===== config.mk =====
export PLATFORM = sky130hd
export DESIGN_NAME = dcf_control
export DESIGN_NICKNAME = d
export VERILOG_FILES = /design/src/hw/dcf_pkg.sv /design/src/hw/dcf_rate_timer.sv /design/src/hw/dcf_control.sv
export SDC_FILE = /design/constraint.sdc
export NUM_CORES = 1
export LEC_CHECK = 0
export BUFFER_PORTS_ARGS = -buffer_cell sky130_fd_sc_hd__buf_2
export CORE_MARGIN = 3
export CORE_UTILIZATION = 40
export DETAILED_ROUTE_END_ITERATION = 6
export PLACE_DENSITY = 0.61
export REMOVE_ABC_BUFFERS = 1
export SYNTH_ARGS = -nofsm -noshare
export SYNTH_HDL_FRONTEND = slang
export SYNTH_SLANG_ARGS = --single-unit
export TNS_END_PERCENT = 30

===== constraint.sdc =====
create_clock -name clk -period 5.02 [get_ports clk]
set_input_delay 0.502 -clock clk [delete_from_list [all_inputs] [get_ports clk]]
set_output_delay 0.502 -clock clk [all_outputs]
set_load 0.01 [all_outputs]

===== src/hw/dcf_pkg.sv =====
// constants for the control function register bank
package dcf_pkg;
    localparam int          ADDR_W          = 8;
    localparam int          DATA_W          = 32;
    localparam int          RATE_W          = 16;
    localparam logic [7:0]  CTRL_ADDR       = 8'h00;
    localparam logic [7:0]  RATE_ADDR       = 8'h08;
    localparam logic [7:0]  STATUS_ADDR     = 8'h09;
    localparam logic [31:0] CTRL_RESET      = 32'h0000_0000;
    localparam logic [15:0] RATE_RESET      = 16'h0000;
    localparam int          MODULUS_BIT     = 28;
    localparam int          DIRECT_BIT      = 16;
    localparam int          DEST_HI         = 13;
    localparam int          DEST_LO         = 12;
    localparam int          AUX_EN_BIT      = 11;
    localparam int          DC_OUT_BIT      = 10;
    localparam int          TRIG_BIT        = 9;
    localparam int          NO_DWELL_BIT    = 8;
    localparam int          EXT_PD_MODE_BIT = 7;
    localparam int          DIG_PD_BIT      = 6;
    localparam int          DAC_PD_BIT      = 5;
    localparam int          CLK_PD_BIT      = 4;
    localparam int          RATE_RELOAD_BIT = 3;
    localparam int          AUX_CLR_BIT     = 2;
    localparam int          PHASE_CLR_BIT   = 1;
    localparam int          SINE_BIT        = 0;
    localparam logic [1:0]  DEST_FREQ       = 2'h0;
    localparam logic [1:0]  DEST_PHASE      = 2'h1;
endpackage


===== src/hw/dcf_rate_timer.sv =====
// ramp rate timer with deferred or immediate reload of the rate value
`timescale 1ns/10ps
`default_nettype none
module dcf_rate_timer
(
    input  wire logic                      clk,
    input  wire logic                      reset_n,
    input  wire logic                      runEnable,
    input  wire logic [dcf_pkg::RATE_W-1:0] rateValue,
    input  wire logic                      rateLoadNow,
    output logic                           timerTick,
    output logic                           timerRunning
);
    logic [dcf_pkg::RATE_W-1:0] count;

    always_ff @(posedge clk or negedge reset_n)
    begin
        if (!reset_n)
        begin
            count <= dcf_pkg::RATE_RESET;
        end
        else if (!runEnable)
        begin
            count <= rateValue;
        end
        else if (rateLoadNow)
        begin
            // abort the running count and restart from the new rate
            count <= rateValue;
        end
        else if (count == '0)
        begin
            // without an immediate reload a new rate takes over at expiry
            count <= rateValue;
        end
        else
        begin
            count <= count - 1'b1;
        end
    end

    always_ff @(posedge clk or negedge reset_n)
    begin
        if (!reset_n)
        begin
            timerTick    <= 1'b0;
            timerRunning <= 1'b0;
        end
        else
        begin
            timerTick    <= runEnable && !rateLoadNow && (count == '0);
            timerRunning <= runEnable;
        end
    end
endmodule
`default_nettype wire


===== src/hw/dcf_control.sv =====
// first control function register: shadow, update transfer and decoded controls
`timescale 1ns/10ps
`default_nettype none
// How it works
// - destination zero routes aux accumulator to frequency
// - destination one gives phase keying or sweep
// - enable bit activates aux accumulator, and sweep unless modulus or direct switch bit set
// - dc bit forces full scale during sweep
// - trigger bit picks edge or level sweep
// - no-dwell bit returns sweep to start
// - fast power-down stops only digital logic
// - full power-down stops everything including pll
// - digital power-down bit idles the core
// - converter power-down bit idles the converter
// - clock power-down bit stops all clocks
// - rate waits for timer expiry when bit clear
// - rate reloads at update when bit set
// - update clears aux accumulator one cycle when bit set
// - update clears phase accumulator one cycle when bit set
// - sine bit picks sine, else cosine
// - written values act only at update strobe
// - direct switch bit enables keying mode
// - modulus bit redirects aux accumulator
module dcf_control
(
    input  wire logic                       clk,
    input  wire logic                       reset_n,
    input  wire logic                       hostWrite,
    input  wire logic [dcf_pkg::ADDR_W-1:0] hostAddr,
    input  wire logic [dcf_pkg::DATA_W-1:0] hostWriteData,
    output logic      [dcf_pkg::DATA_W-1:0] hostReadData,
    input  wire logic                       ioUpdatePin,
    input  wire logic                       powerDownPin,
    output logic                            freqSweep,
    output logic                            phaseSweep,
    output logic                            freqKeying,
    output logic                            phaseKeying,
    output logic                            modulusActive,
    output logic                            auxAccActive,
    output logic                            dcOutputForce,
    output logic                            waveformEnable,
    output logic                            sweepLevelTrigger,
    output logic                            sweepNoDwell,
    output logic                            digitalPowerDown,
    output logic                            dacDigitalPowerDown,
    output logic                            dacPowerDown,
    output logic                            pllPowerDown,
    output logic                            biasPowerDown,
    output logic                            clockPowerDown,
    output logic                            auxAccClear,
    output logic                            phaseAccClear,
    output logic                            sineSelect,
    output logic                            sweepRateTick
);
    logic [dcf_pkg::DATA_W-1:0] ctrlShadow;
    logic [dcf_pkg::DATA_W-1:0] ctrlActive;
    logic [dcf_pkg::RATE_W-1:0] rateShadow;
    logic [dcf_pkg::RATE_W-1:0] rateActive;
    logic [dcf_pkg::RATE_W-1:0] rateToTimer;
    logic [1:0]                 updateSync;
    logic                       updateLast;
    logic [1:0]                 pdSync;
    logic                       updatePulse;
    logic                       rateLoadNow;
    logic                       sweepOn;
    logic                       directOn;
    logic                       modulusOn;
    logic                       pinDown;
    logic                       fullDown;
    logic                       timerRunning;
    logic                       timerTick;
    logic [1:0]                 destSel;

    // sweep runs only with the aux accumulator on and no other mode owning it
    function automatic logic sweep_mode(input logic [31:0] cfg);
        sweep_mode = cfg[dcf_pkg::AUX_EN_BIT] && !cfg[dcf_pkg::MODULUS_BIT]
                     && !cfg[dcf_pkg::DIRECT_BIT];
    endfunction

    function automatic logic dest_is(input logic [1:0] dest, input logic [1:0] code);
        dest_is = (dest == code);
    endfunction

    // pins from outside pass two flip-flops before any use
    always_ff @(posedge clk or negedge reset_n)
    begin
        if (!reset_n)
        begin
            updateSync <= 2'h0;
            updateLast <= 1'b0;
            pdSync     <= 2'h0;
        end
        else
        begin
            updateSync <= {updateSync[0], ioUpdatePin};
            updateLast <= updateSync[1];
            pdSync     <= {pdSync[0], powerDownPin};
        end
    end

    assign updatePulse = updateSync[1] && !updateLast;
    assign pinDown     = pdSync[1];
    assign fullDown    = pinDown && ctrlActive[dcf_pkg::EXT_PD_MODE_BIT];

    // host writes land in the shadow copies
    always_ff @(posedge clk or negedge reset_n)
    begin
        if (!reset_n)
        begin
            ctrlShadow <= dcf_pkg::CTRL_RESET;
            rateShadow <= dcf_pkg::RATE_RESET;
        end
        else if (hostWrite)
        begin
            if (hostAddr == dcf_pkg::CTRL_ADDR)
            begin
                ctrlShadow <= hostWriteData;
            end
            if (hostAddr == dcf_pkg::RATE_ADDR)
            begin
                rateShadow <= hostWriteData[dcf_pkg::RATE_W-1:0];
            end
        end
    end

    // shadow reaches the live copy only on the update strobe
    always_ff @(posedge clk or negedge reset_n)
    begin
        if (!reset_n)
        begin
            ctrlActive <= dcf_pkg::CTRL_RESET;
            rateActive <= dcf_pkg::RATE_RESET;
        end
        else if (updatePulse)
        begin
            ctrlActive <= ctrlShadow;
            rateActive <= rateShadow;
        end
    end

    // readback: shadow words and live status
    always_ff @(posedge clk or negedge reset_n)
    begin
        if (!reset_n)
        begin
            hostReadData <= '0;
        end
        else
        begin
            unique case (hostAddr)
                dcf_pkg::CTRL_ADDR:   hostReadData <= ctrlShadow;
                dcf_pkg::RATE_ADDR:   hostReadData <= {16'h0000, rateShadow};
                dcf_pkg::STATUS_ADDR: hostReadData <= {29'h0000_0000, fullDown,
                                                       pinDown, timerRunning};
                default:              hostReadData <= '0;
            endcase
        end
    end

    assign destSel   = ctrlActive[dcf_pkg::DEST_HI:dcf_pkg::DEST_LO];
    assign sweepOn   = sweep_mode(ctrlActive);
    assign directOn  = ctrlActive[dcf_pkg::DIRECT_BIT];
    assign modulusOn = ctrlActive[dcf_pkg::AUX_EN_BIT]
                       && ctrlActive[dcf_pkg::MODULUS_BIT];

    // immediate reload only when the setting being transferred asks for it
    assign rateLoadNow = updatePulse && ctrlShadow[dcf_pkg::RATE_RELOAD_BIT]
                         && sweep_mode(ctrlShadow);

    // an immediate reload must start from the rate arriving now, not the old one
    assign rateToTimer = rateLoadNow ? rateShadow : rateActive;

    // routing of the aux accumulator to the sweep outputs
    always_ff @(posedge clk or negedge reset_n)
    begin
        if (!reset_n)
        begin
            freqSweep     <= 1'b0;
            phaseSweep    <= 1'b0;
            auxAccActive  <= 1'b0;
        end
        else
        begin
            freqSweep     <= sweepOn && dest_is(destSel, dcf_pkg::DEST_FREQ);
            phaseSweep    <= sweepOn && dest_is(destSel, dcf_pkg::DEST_PHASE);
            auxAccActive  <= ctrlActive[dcf_pkg::AUX_EN_BIT];
        end
    end

    // keying and modulus use of the aux accumulator
    always_ff @(posedge clk or negedge reset_n)
    begin
        if (!reset_n)
        begin
            freqKeying    <= 1'b0;
            phaseKeying   <= 1'b0;
            modulusActive <= 1'b0;
        end
        else
        begin
            freqKeying    <= directOn && dest_is(destSel, dcf_pkg::DEST_FREQ);
            phaseKeying   <= directOn && dest_is(destSel, dcf_pkg::DEST_PHASE);
            // modulus relies on the host keeping destination at zero
            modulusActive <= modulusOn && dest_is(destSel, dcf_pkg::DEST_FREQ);
        end
    end

    // sweep behaviour and waveform selection
    always_ff @(posedge clk or negedge reset_n)
    begin
        if (!reset_n)
        begin
            dcOutputForce     <= 1'b0;
            waveformEnable    <= 1'b0;
            sweepLevelTrigger <= 1'b0;
            sweepNoDwell      <= 1'b0;
        end
        else
        begin
            dcOutputForce     <= sweepOn && ctrlActive[dcf_pkg::DC_OUT_BIT];
            waveformEnable    <= !(sweepOn && ctrlActive[dcf_pkg::DC_OUT_BIT])
                                 && !ctrlActive[dcf_pkg::DIG_PD_BIT]
                                 && !pinDown;
            sweepLevelTrigger <= ctrlActive[dcf_pkg::TRIG_BIT];
            sweepNoDwell      <= sweepOn && ctrlActive[dcf_pkg::NO_DWELL_BIT];
        end
    end

    // angle-to-amplitude function selection
    always_ff @(posedge clk or negedge reset_n)
    begin
        if (!reset_n)
        begin
            sineSelect <= 1'b0;
        end
        else
        begin
            sineSelect <= ctrlActive[dcf_pkg::SINE_BIT];
        end
    end

    // power-down selections from bits and the external pin
    always_ff @(posedge clk or negedge reset_n)
    begin
        if (!reset_n)
        begin
            digitalPowerDown    <= 1'b0;
            dacDigitalPowerDown <= 1'b0;
            dacPowerDown        <= 1'b0;
            pllPowerDown        <= 1'b0;
            biasPowerDown       <= 1'b0;
            clockPowerDown      <= 1'b0;
        end
        else
        begin
            digitalPowerDown    <= ctrlActive[dcf_pkg::DIG_PD_BIT] || pinDown;
            dacDigitalPowerDown <= pinDown;
            dacPowerDown        <= ctrlActive[dcf_pkg::DAC_PD_BIT] || fullDown;
            pllPowerDown        <= fullDown;
            biasPowerDown       <= fullDown;
            clockPowerDown      <= ctrlActive[dcf_pkg::CLK_PD_BIT] || fullDown;
        end
    end

    // one-cycle aux accumulator clear on each update strobe with the aux clear bit set in the shadow
    always_ff @(posedge clk or negedge reset_n)
    begin
        if (!reset_n)
        begin
            auxAccClear <= 1'b0;
        end
        else
        begin
            auxAccClear <= updatePulse && ctrlShadow[dcf_pkg::AUX_CLR_BIT];
        end
    end

    // one-cycle phase accumulator clear on each update strobe with the phase clear bit set in the shadow
    always_ff @(posedge clk or negedge reset_n)
    begin
        if (!reset_n)
        begin
            phaseAccClear <= 1'b0;
        end
        else
        begin
            phaseAccClear <= updatePulse && ctrlShadow[dcf_pkg::PHASE_CLR_BIT];
        end
    end

    dcf_rate_timer dcf_rate_timer_inst
    (
        .clk          (clk),
        .reset_n      (reset_n),
        .runEnable    (sweepOn),
        .rateValue    (rateToTimer),
        .rateLoadNow  (rateLoadNow),
        .timerTick    (timerTick),
        .timerRunning (timerRunning)
    );

    always_ff @(posedge clk or negedge reset_n)
    begin
        if (!reset_n)
        begin
            sweepRateTick <= 1'b0;
        end
        else
        begin
            sweepRateTick <= timerTick;
        end
    end
endmodule
`default_nettype wire


; Yosys cells after proc, flatten, opt, wreduce, memory -nomap -nowiden
; Index checks and enable logic that the tools add are counted.
[word_totals]
ff_bits = 167
inputBits = 45
elab_cells = 78
out_inout_bits = 52
[op_classes]
n_reduce_logical = 39
mux = 5
add_sub_neg = 1
eq_ne = 3
[op_table]
columns = op, n
row1 = $pmux W32 S3, 1
row2 = $mux W16, 4
row3 = $logic_and A1 B1 Y1, 22
row4 = $eq A8 B4 Y1 const B, 2
row5 = $logic_not A16 Y1, 1
row6 = $sub A16 B1 Y16 const B, 1
row7 = $logic_not A1 Y1, 9
row8 = $logic_not A8 Y1, 1
row9 = $reduce_and A2 Y1, 2
row10 = $logic_or A1 B1 Y1, 3
row11 = $eq A2 B1 Y1 const B, 1
row12 = $logic_not A2 Y1, 1

; Depth between registers and ports, before layout
[logic_depth]
word_depth = 8
mapped_depth = 6
depth_no_buf = 6

; Modules after synthesis
; From an unflattened synthesis, not the netlist that was laid out.
[hier_totals]
hier_cells = 483
hier_area_um2 = 6074.6
[by_module_without_submodules]
columns = module, seq_area_each_um2, area_per_inst_um2, n_inst, cells_per_inst
row1 = dcf_control, 3328.2, 5098.6, 1, 385
row2 = dcf_rate_timer, 450.4, 975.9, 1, 98

; Worst setup path after synthesis
; OpenSTA, ideal clock, no wires.
[synth_timing]
path_type = input to register
from = input port hostAddr[5] in the netlist's numbering
to = register ctrlShadow[3] in the netlist's numbering
path_stages = 5
n_path_buf = 1
t_required_ps = 4892
setup_ps = 128
setup_slack_ps = 2975
arrival_ps = 1918
path_cell_list = nor4_2 -> nand2_2 -> nor4b_4 -> buf_4 -> mux2_1
[synth_between]
elab_chain_cells = 2
[synth_lines]
columns = element, line
row1 = start: declaration, dcf_control.sv:29  ; input wire logic [dcf_pkg::ADDR_W-1:0] hostAddr,
row2 = $logic_not A8 Y1, dcf_control.sv:115  ; if (hostAddr == dcf_pkg::CTRL_ADDR)
row3 = $reduce_and A2 Y1 (no line), -
row4 = end signal: assignment, dcf_control.sv:110  ; ctrlShadow <= dcf_pkg::CTRL_RESET;
row5 = end signal: assignment, dcf_control.sv:117  ; ctrlShadow <= hostWriteData;
row6 = end: declaration, dcf_control.sv:55  ; logic [dcf_pkg::DATA_W-1:0] ctrlShadow;
; Every way passes these cells.
; A chain may end at the register's enable or synchronous reset.

; Final worst setup path
[layout_timing]
from = register dcf_rate_timer_inst.count[2] in the netlist's numbering
to = register dcf_rate_timer_inst.count[13] in the netlist's numbering
[layout_between]
elab_chain_cells = 4
word_cells_on_any_way = 5
cone_classes = add/sub: 1 / mux: 3 / reduce/logical: 1
[layout_lines]
columns = element, line
row1 = start: declaration, dcf_rate_timer.sv:14  ; logic [dcf_pkg::RATE_W-1:0] count;
row2 = start signal: assignment, dcf_rate_timer.sv:20  ; count <= dcf_pkg::RATE_RESET;
row3 = start signal: assignment, dcf_rate_timer.sv:24  ; count <= rateValue;
row4 = start signal: assignment, dcf_rate_timer.sv:29  ; count <= rateValue;
row5 = $sub A16 B1 Y16 / $logic_not A16 Y1 (equally long branches), "dcf_rate_timer.sv:38, dcf_rate_timer.sv:31"
row6 = $mux W16 *, dcf_rate_timer.sv:31  ; else if (count == '0)
row7 = $mux W16 *, dcf_rate_timer.sv:26  ; else if (rateLoadNow)
row8 = $mux W16 *, dcf_rate_timer.sv:22  ; else if (!runEnable)
; Every way passes the cells marked *; elsewhere a longest branch is shown, timed or not.

==> results.py <==
metrics = {
    "clocking": {
        "cts_hold_repair.buffers": 0,
        "cts_buffer_depth": 2,
        "cts-root-buf": "clkbuf_16",
        "clkTransAtPathRegs_ns": 0.06,
        "clk_latency_ns": 0.41,
        "post_cts_setup_repair_bufs": 0,
        "post_cts_resize_count": 0,
        "tritoncts.num_buffers": 17,
        "clock_sinks": 151,
        "cts.htree.levels": 4,
        "tritoncts": "done",
    },
    "floorplan": {
        "row_count": 43,
        "fp.dieArea_um2": 16200,
        "floorplan.initialDensity_pct": 41.6,
        "die_width_um": 127,
        "io_pins": 97,
        "floorplan.die.height_um": 127,
        "placeable_core_region_um2": 14100,
    },
    "critical_path": {
        "worst_r2r_path_depth": 5,
        "timing.critical_path.arrival_ns": 2.45,
        "data_required_time_at_the_worst_endpoint_ns": 5.27,
        "r2r_start": "dcf_rate_timer_inst.count[2]",
        "worstReg2RegEnd": "dcf_rate_timer_inst.count[13]",
        "kind_of_critical_path": "register to register",
        "path_max_fanout": 17,
        "critPathLaunchType": "register",
        "cp-end-kind": "register",
        "reg2reg_slack_ns": 2.82,
    },
    "cells_and_area": {
        "leading_cell_type_in_the_layout_fill_and_taps_excluded": "dfrtp_1",
        "final_cells": 708,
        "antennaDiodeCount": 0,
        "fill_cells": 1269,
        "layout-drive-gt1-share_pct": 37.3,
        "area_growth_syn_to_layout_pct": 22.0,
        "layout.area.seq_um2": 3780,
        "nNetsFinal": 563,
        "multi_input_comb_area_um2": 1970,
        "layout.cells.most_common_list": "151 x dfrtp_1, 95 x buf_2, 58 x mux2_2",
    },
    "grt": {
        "pin_count_of_the_biggest_net_entering_global_routing": 117,
        "grt_antenna_before_repair": 0,
        "grt.total_usage_pct": 15.5,
        "number_of_global_route_vias_before_repair": 3796,
        "grt_overflow": 0,
        "grt_pass1_wl_um": 19400,
    },
    "power_and_ir_drop": {
        "power_switching_share_pct": 22.2,
        "share_clk_of_total_power_pct": 45.9,
        "power_switching_uw": 661,
        "totalPowerFinal_mw": 2.98,
        "internal-power_mw": 2.31,
        "areal_power_density_over_the_cells_nw_per_um2": 416,
        "leakage_power_of_the_design_nw": 3.71,
        "combinationalPowerShare_pct": 9.9,
        "max-vdd-ir-drop_mv": 0.242,
        "power_frac_seq_pct": 44.2,
    },
    "yosys": {
        "post_synth_num_cell_types": 42,
        "netlist_area_um2": 5870,
        "share_of_synthesized_area_occupied_by_flip_flops_and_latches_pct": 64.4,
        "ys_ff_latch": 151,
        "syn-mean-instance-area_um2": 14.1,
        "ys_warn_count": 0,
        "share_of_flip_flops_with_an_asynchronous_set_or_reset_after_synthesis_pct": 100,
        "syn-instance-count": 416,
        "post_synth_edffs": 0,
        "ys.flop_type": "dfrtp_1",
    },
    "place": {
        "port_buffer_count": 96,
        "gpl.final_weighted_congestion": 0.807,
        "dp_hpwl_um": 7190,
        "placedCellCount": 677,
    },
    "run_status": {
        "status": "complete, no violations",
    },
    "detailed_routing": {
        "routed_via_count": 3514,
        "drcViolationCount": 0,
        "drtIter0Drc": 190,
        "via_per_inst": 4.96,
        "drt_wl_total_um": 11400,
        "antenna_left": 0,
        "drt-wirelength-per-cell_um": 16.1,
        "drt_pre_antenna_iters": 4,
    },
    "hold_path": {
        "worstHoldPathCells": 1,
        "timing.hold.worst_endpoint": "pdSync[0]",
        "worst_hold_path_type": "input pin to register",
        "hp-start": "powerDownPin",
    },
    "timing": {
        "worst-slew-pin-transition_ns": 1.03,
        "finalHoldViolations": 0,
        "maxClockFrequency_mhz": 455,
        "max_slew_margin_pct": 31.2,
        "finClkSkew_ns": 0.00530,
        "rsz0062_at_grt": "false",
        "final.min_clock_period_ns": 2.20,
        "timing.setup.tns_ns": 0,
        "report.final.slew_viol_count": 0,
        "crit_share_post_route_pct": 43.7,
        "timing.final.setup_violations": 0,
    },
    "job": {
        "drv.max_cap_violation_count": 0,
    },
}
==> sequential cells by signal (all words and copies together), names as in the netlist, 2 cells and up <==
name	count
ctrlShadow	32
hostReadData	32
dcf_rate_timer_inst.count	16
rateActive	16
rateShadow	16
ctrlActive	13
pdSync	2
updateSync	2
==> per-stage QoR <==
stage	cell area (um2)	util, %	worst slack [ns]	hold WS (ns)
2_1_floorplan	5760	-	2.35	0.206
3_3_place_gp	6520	46.3	2.72	0.335
3_5_place_dp	6520	46.3	2.66	0.344
4_1_cts	7160	50.8	2.81	0.171
5_1_grt	7160	50.8	2.68	0.175
6_report	7160	50.8	2.82	0.195
==> critical path, cell delays in order, from the launching register on <==
cell,delay [ns]
dfrtp_1,0.45
nor4_4,0.48
and4b_4,0.35
a31oi_4,0.28
nand2_1,0.30
o221ai_1,0.17
==> cells by family after synthesis <==
| logic type | Yosys count | share of synthesized area [%] |
|---|---|---|
| compound gates | 37 | 4.80 |
| xor+xnor | 13 | 1.94 |
| fa+ha+maj | 2 | 0.426 |
| buf+inv | 27 | 2.30 |
| flops | 151 | 64.4 |
| mux | 88 | 16.6 |
| simple gates | 98 | 9.53 |
==> cell usage after synthesis, types with 3 or more instances <==
cell | count | area, um2
mux2_1 | 17 | 191
mux2i_1 | 13 | 130
buf_6 | 3 | 33.8
xnor2_1 | 7 | 61.3
o21ai_0 | 7 | 35.0
mux2_2 | 58 | 653
o221ai_1 | 5 | 43.8
and2_1 | 19 | 119
nor3_1 | 8 | 40.0
nor2_1 | 15 | 56.3
o21ai_1 | 5 | 25.0
a31oi_1 | 4 | 25.0
nand3b_1 | 3 | 22.5
buf_2 | 3 | 15.0
inv_1 | 7 | 26.3
dfrtp_1 | 151 | 3780
a22o_1 | 13 | 114
nand2b_1 | 4 | 25.0
xor2_1 | 6 | 52.6
clkbuf_1 | 11 | 41.3
nand2_1 | 30 | 113
==> worst max-delay path by stage <==
stage	startpoint	cells past startpoint	to
after floorplan	updateLast	3	dcf_rate_timer_inst.count[0]
after global placement	hostAddr[5]	6	ctrlShadow[31]
after detailed placement	hostAddr[5]	6	ctrlShadow[31]
after CTS	dcf_rate_timer_inst.count[2]	5	dcf_rate_timer_inst.count[13]
after global routing	dcf_rate_timer_inst.count[2]	5	dcf_rate_timer_inst.count[13]
final	dcf_rate_timer_inst.count[2]	5	dcf_rate_timer_inst.count[13]
==> layout make-up <==
class                           count  area share [%]
Clock buffer                       22            6.48
Clock inverter                      9            2.41
Inverter                            7           0.367
Multi-Input combinational cell    238            27.5
Sequential cell                   151            52.8
Tap cell                          180            3.15
Timing Repair Buffer              101            7.32
==> power by group through the flow <==
stage	Combinational (mW)	Clock, mW	Sequential, mW
2_1_floorplan	0.202	0	1.33
3_3_place_gp	0.290	0	1.33
3_5_place_dp	0.297	0	1.34
4_1_cts	0.299	1.40	1.32
5_1_grt	0.332	1.46	1.32
6_report	0.293	1.37	1.32
==> metal layers <==
layer	track usage, %	up-vias	share of wire, %
met1	20.3	1775	46
met2	23.5	75	46
met4	6.44	0	1.9
met5	0	-	0
li1	-	1649	-
met3	5.43	15	5.9
Power figures use the tool's default switching activity.
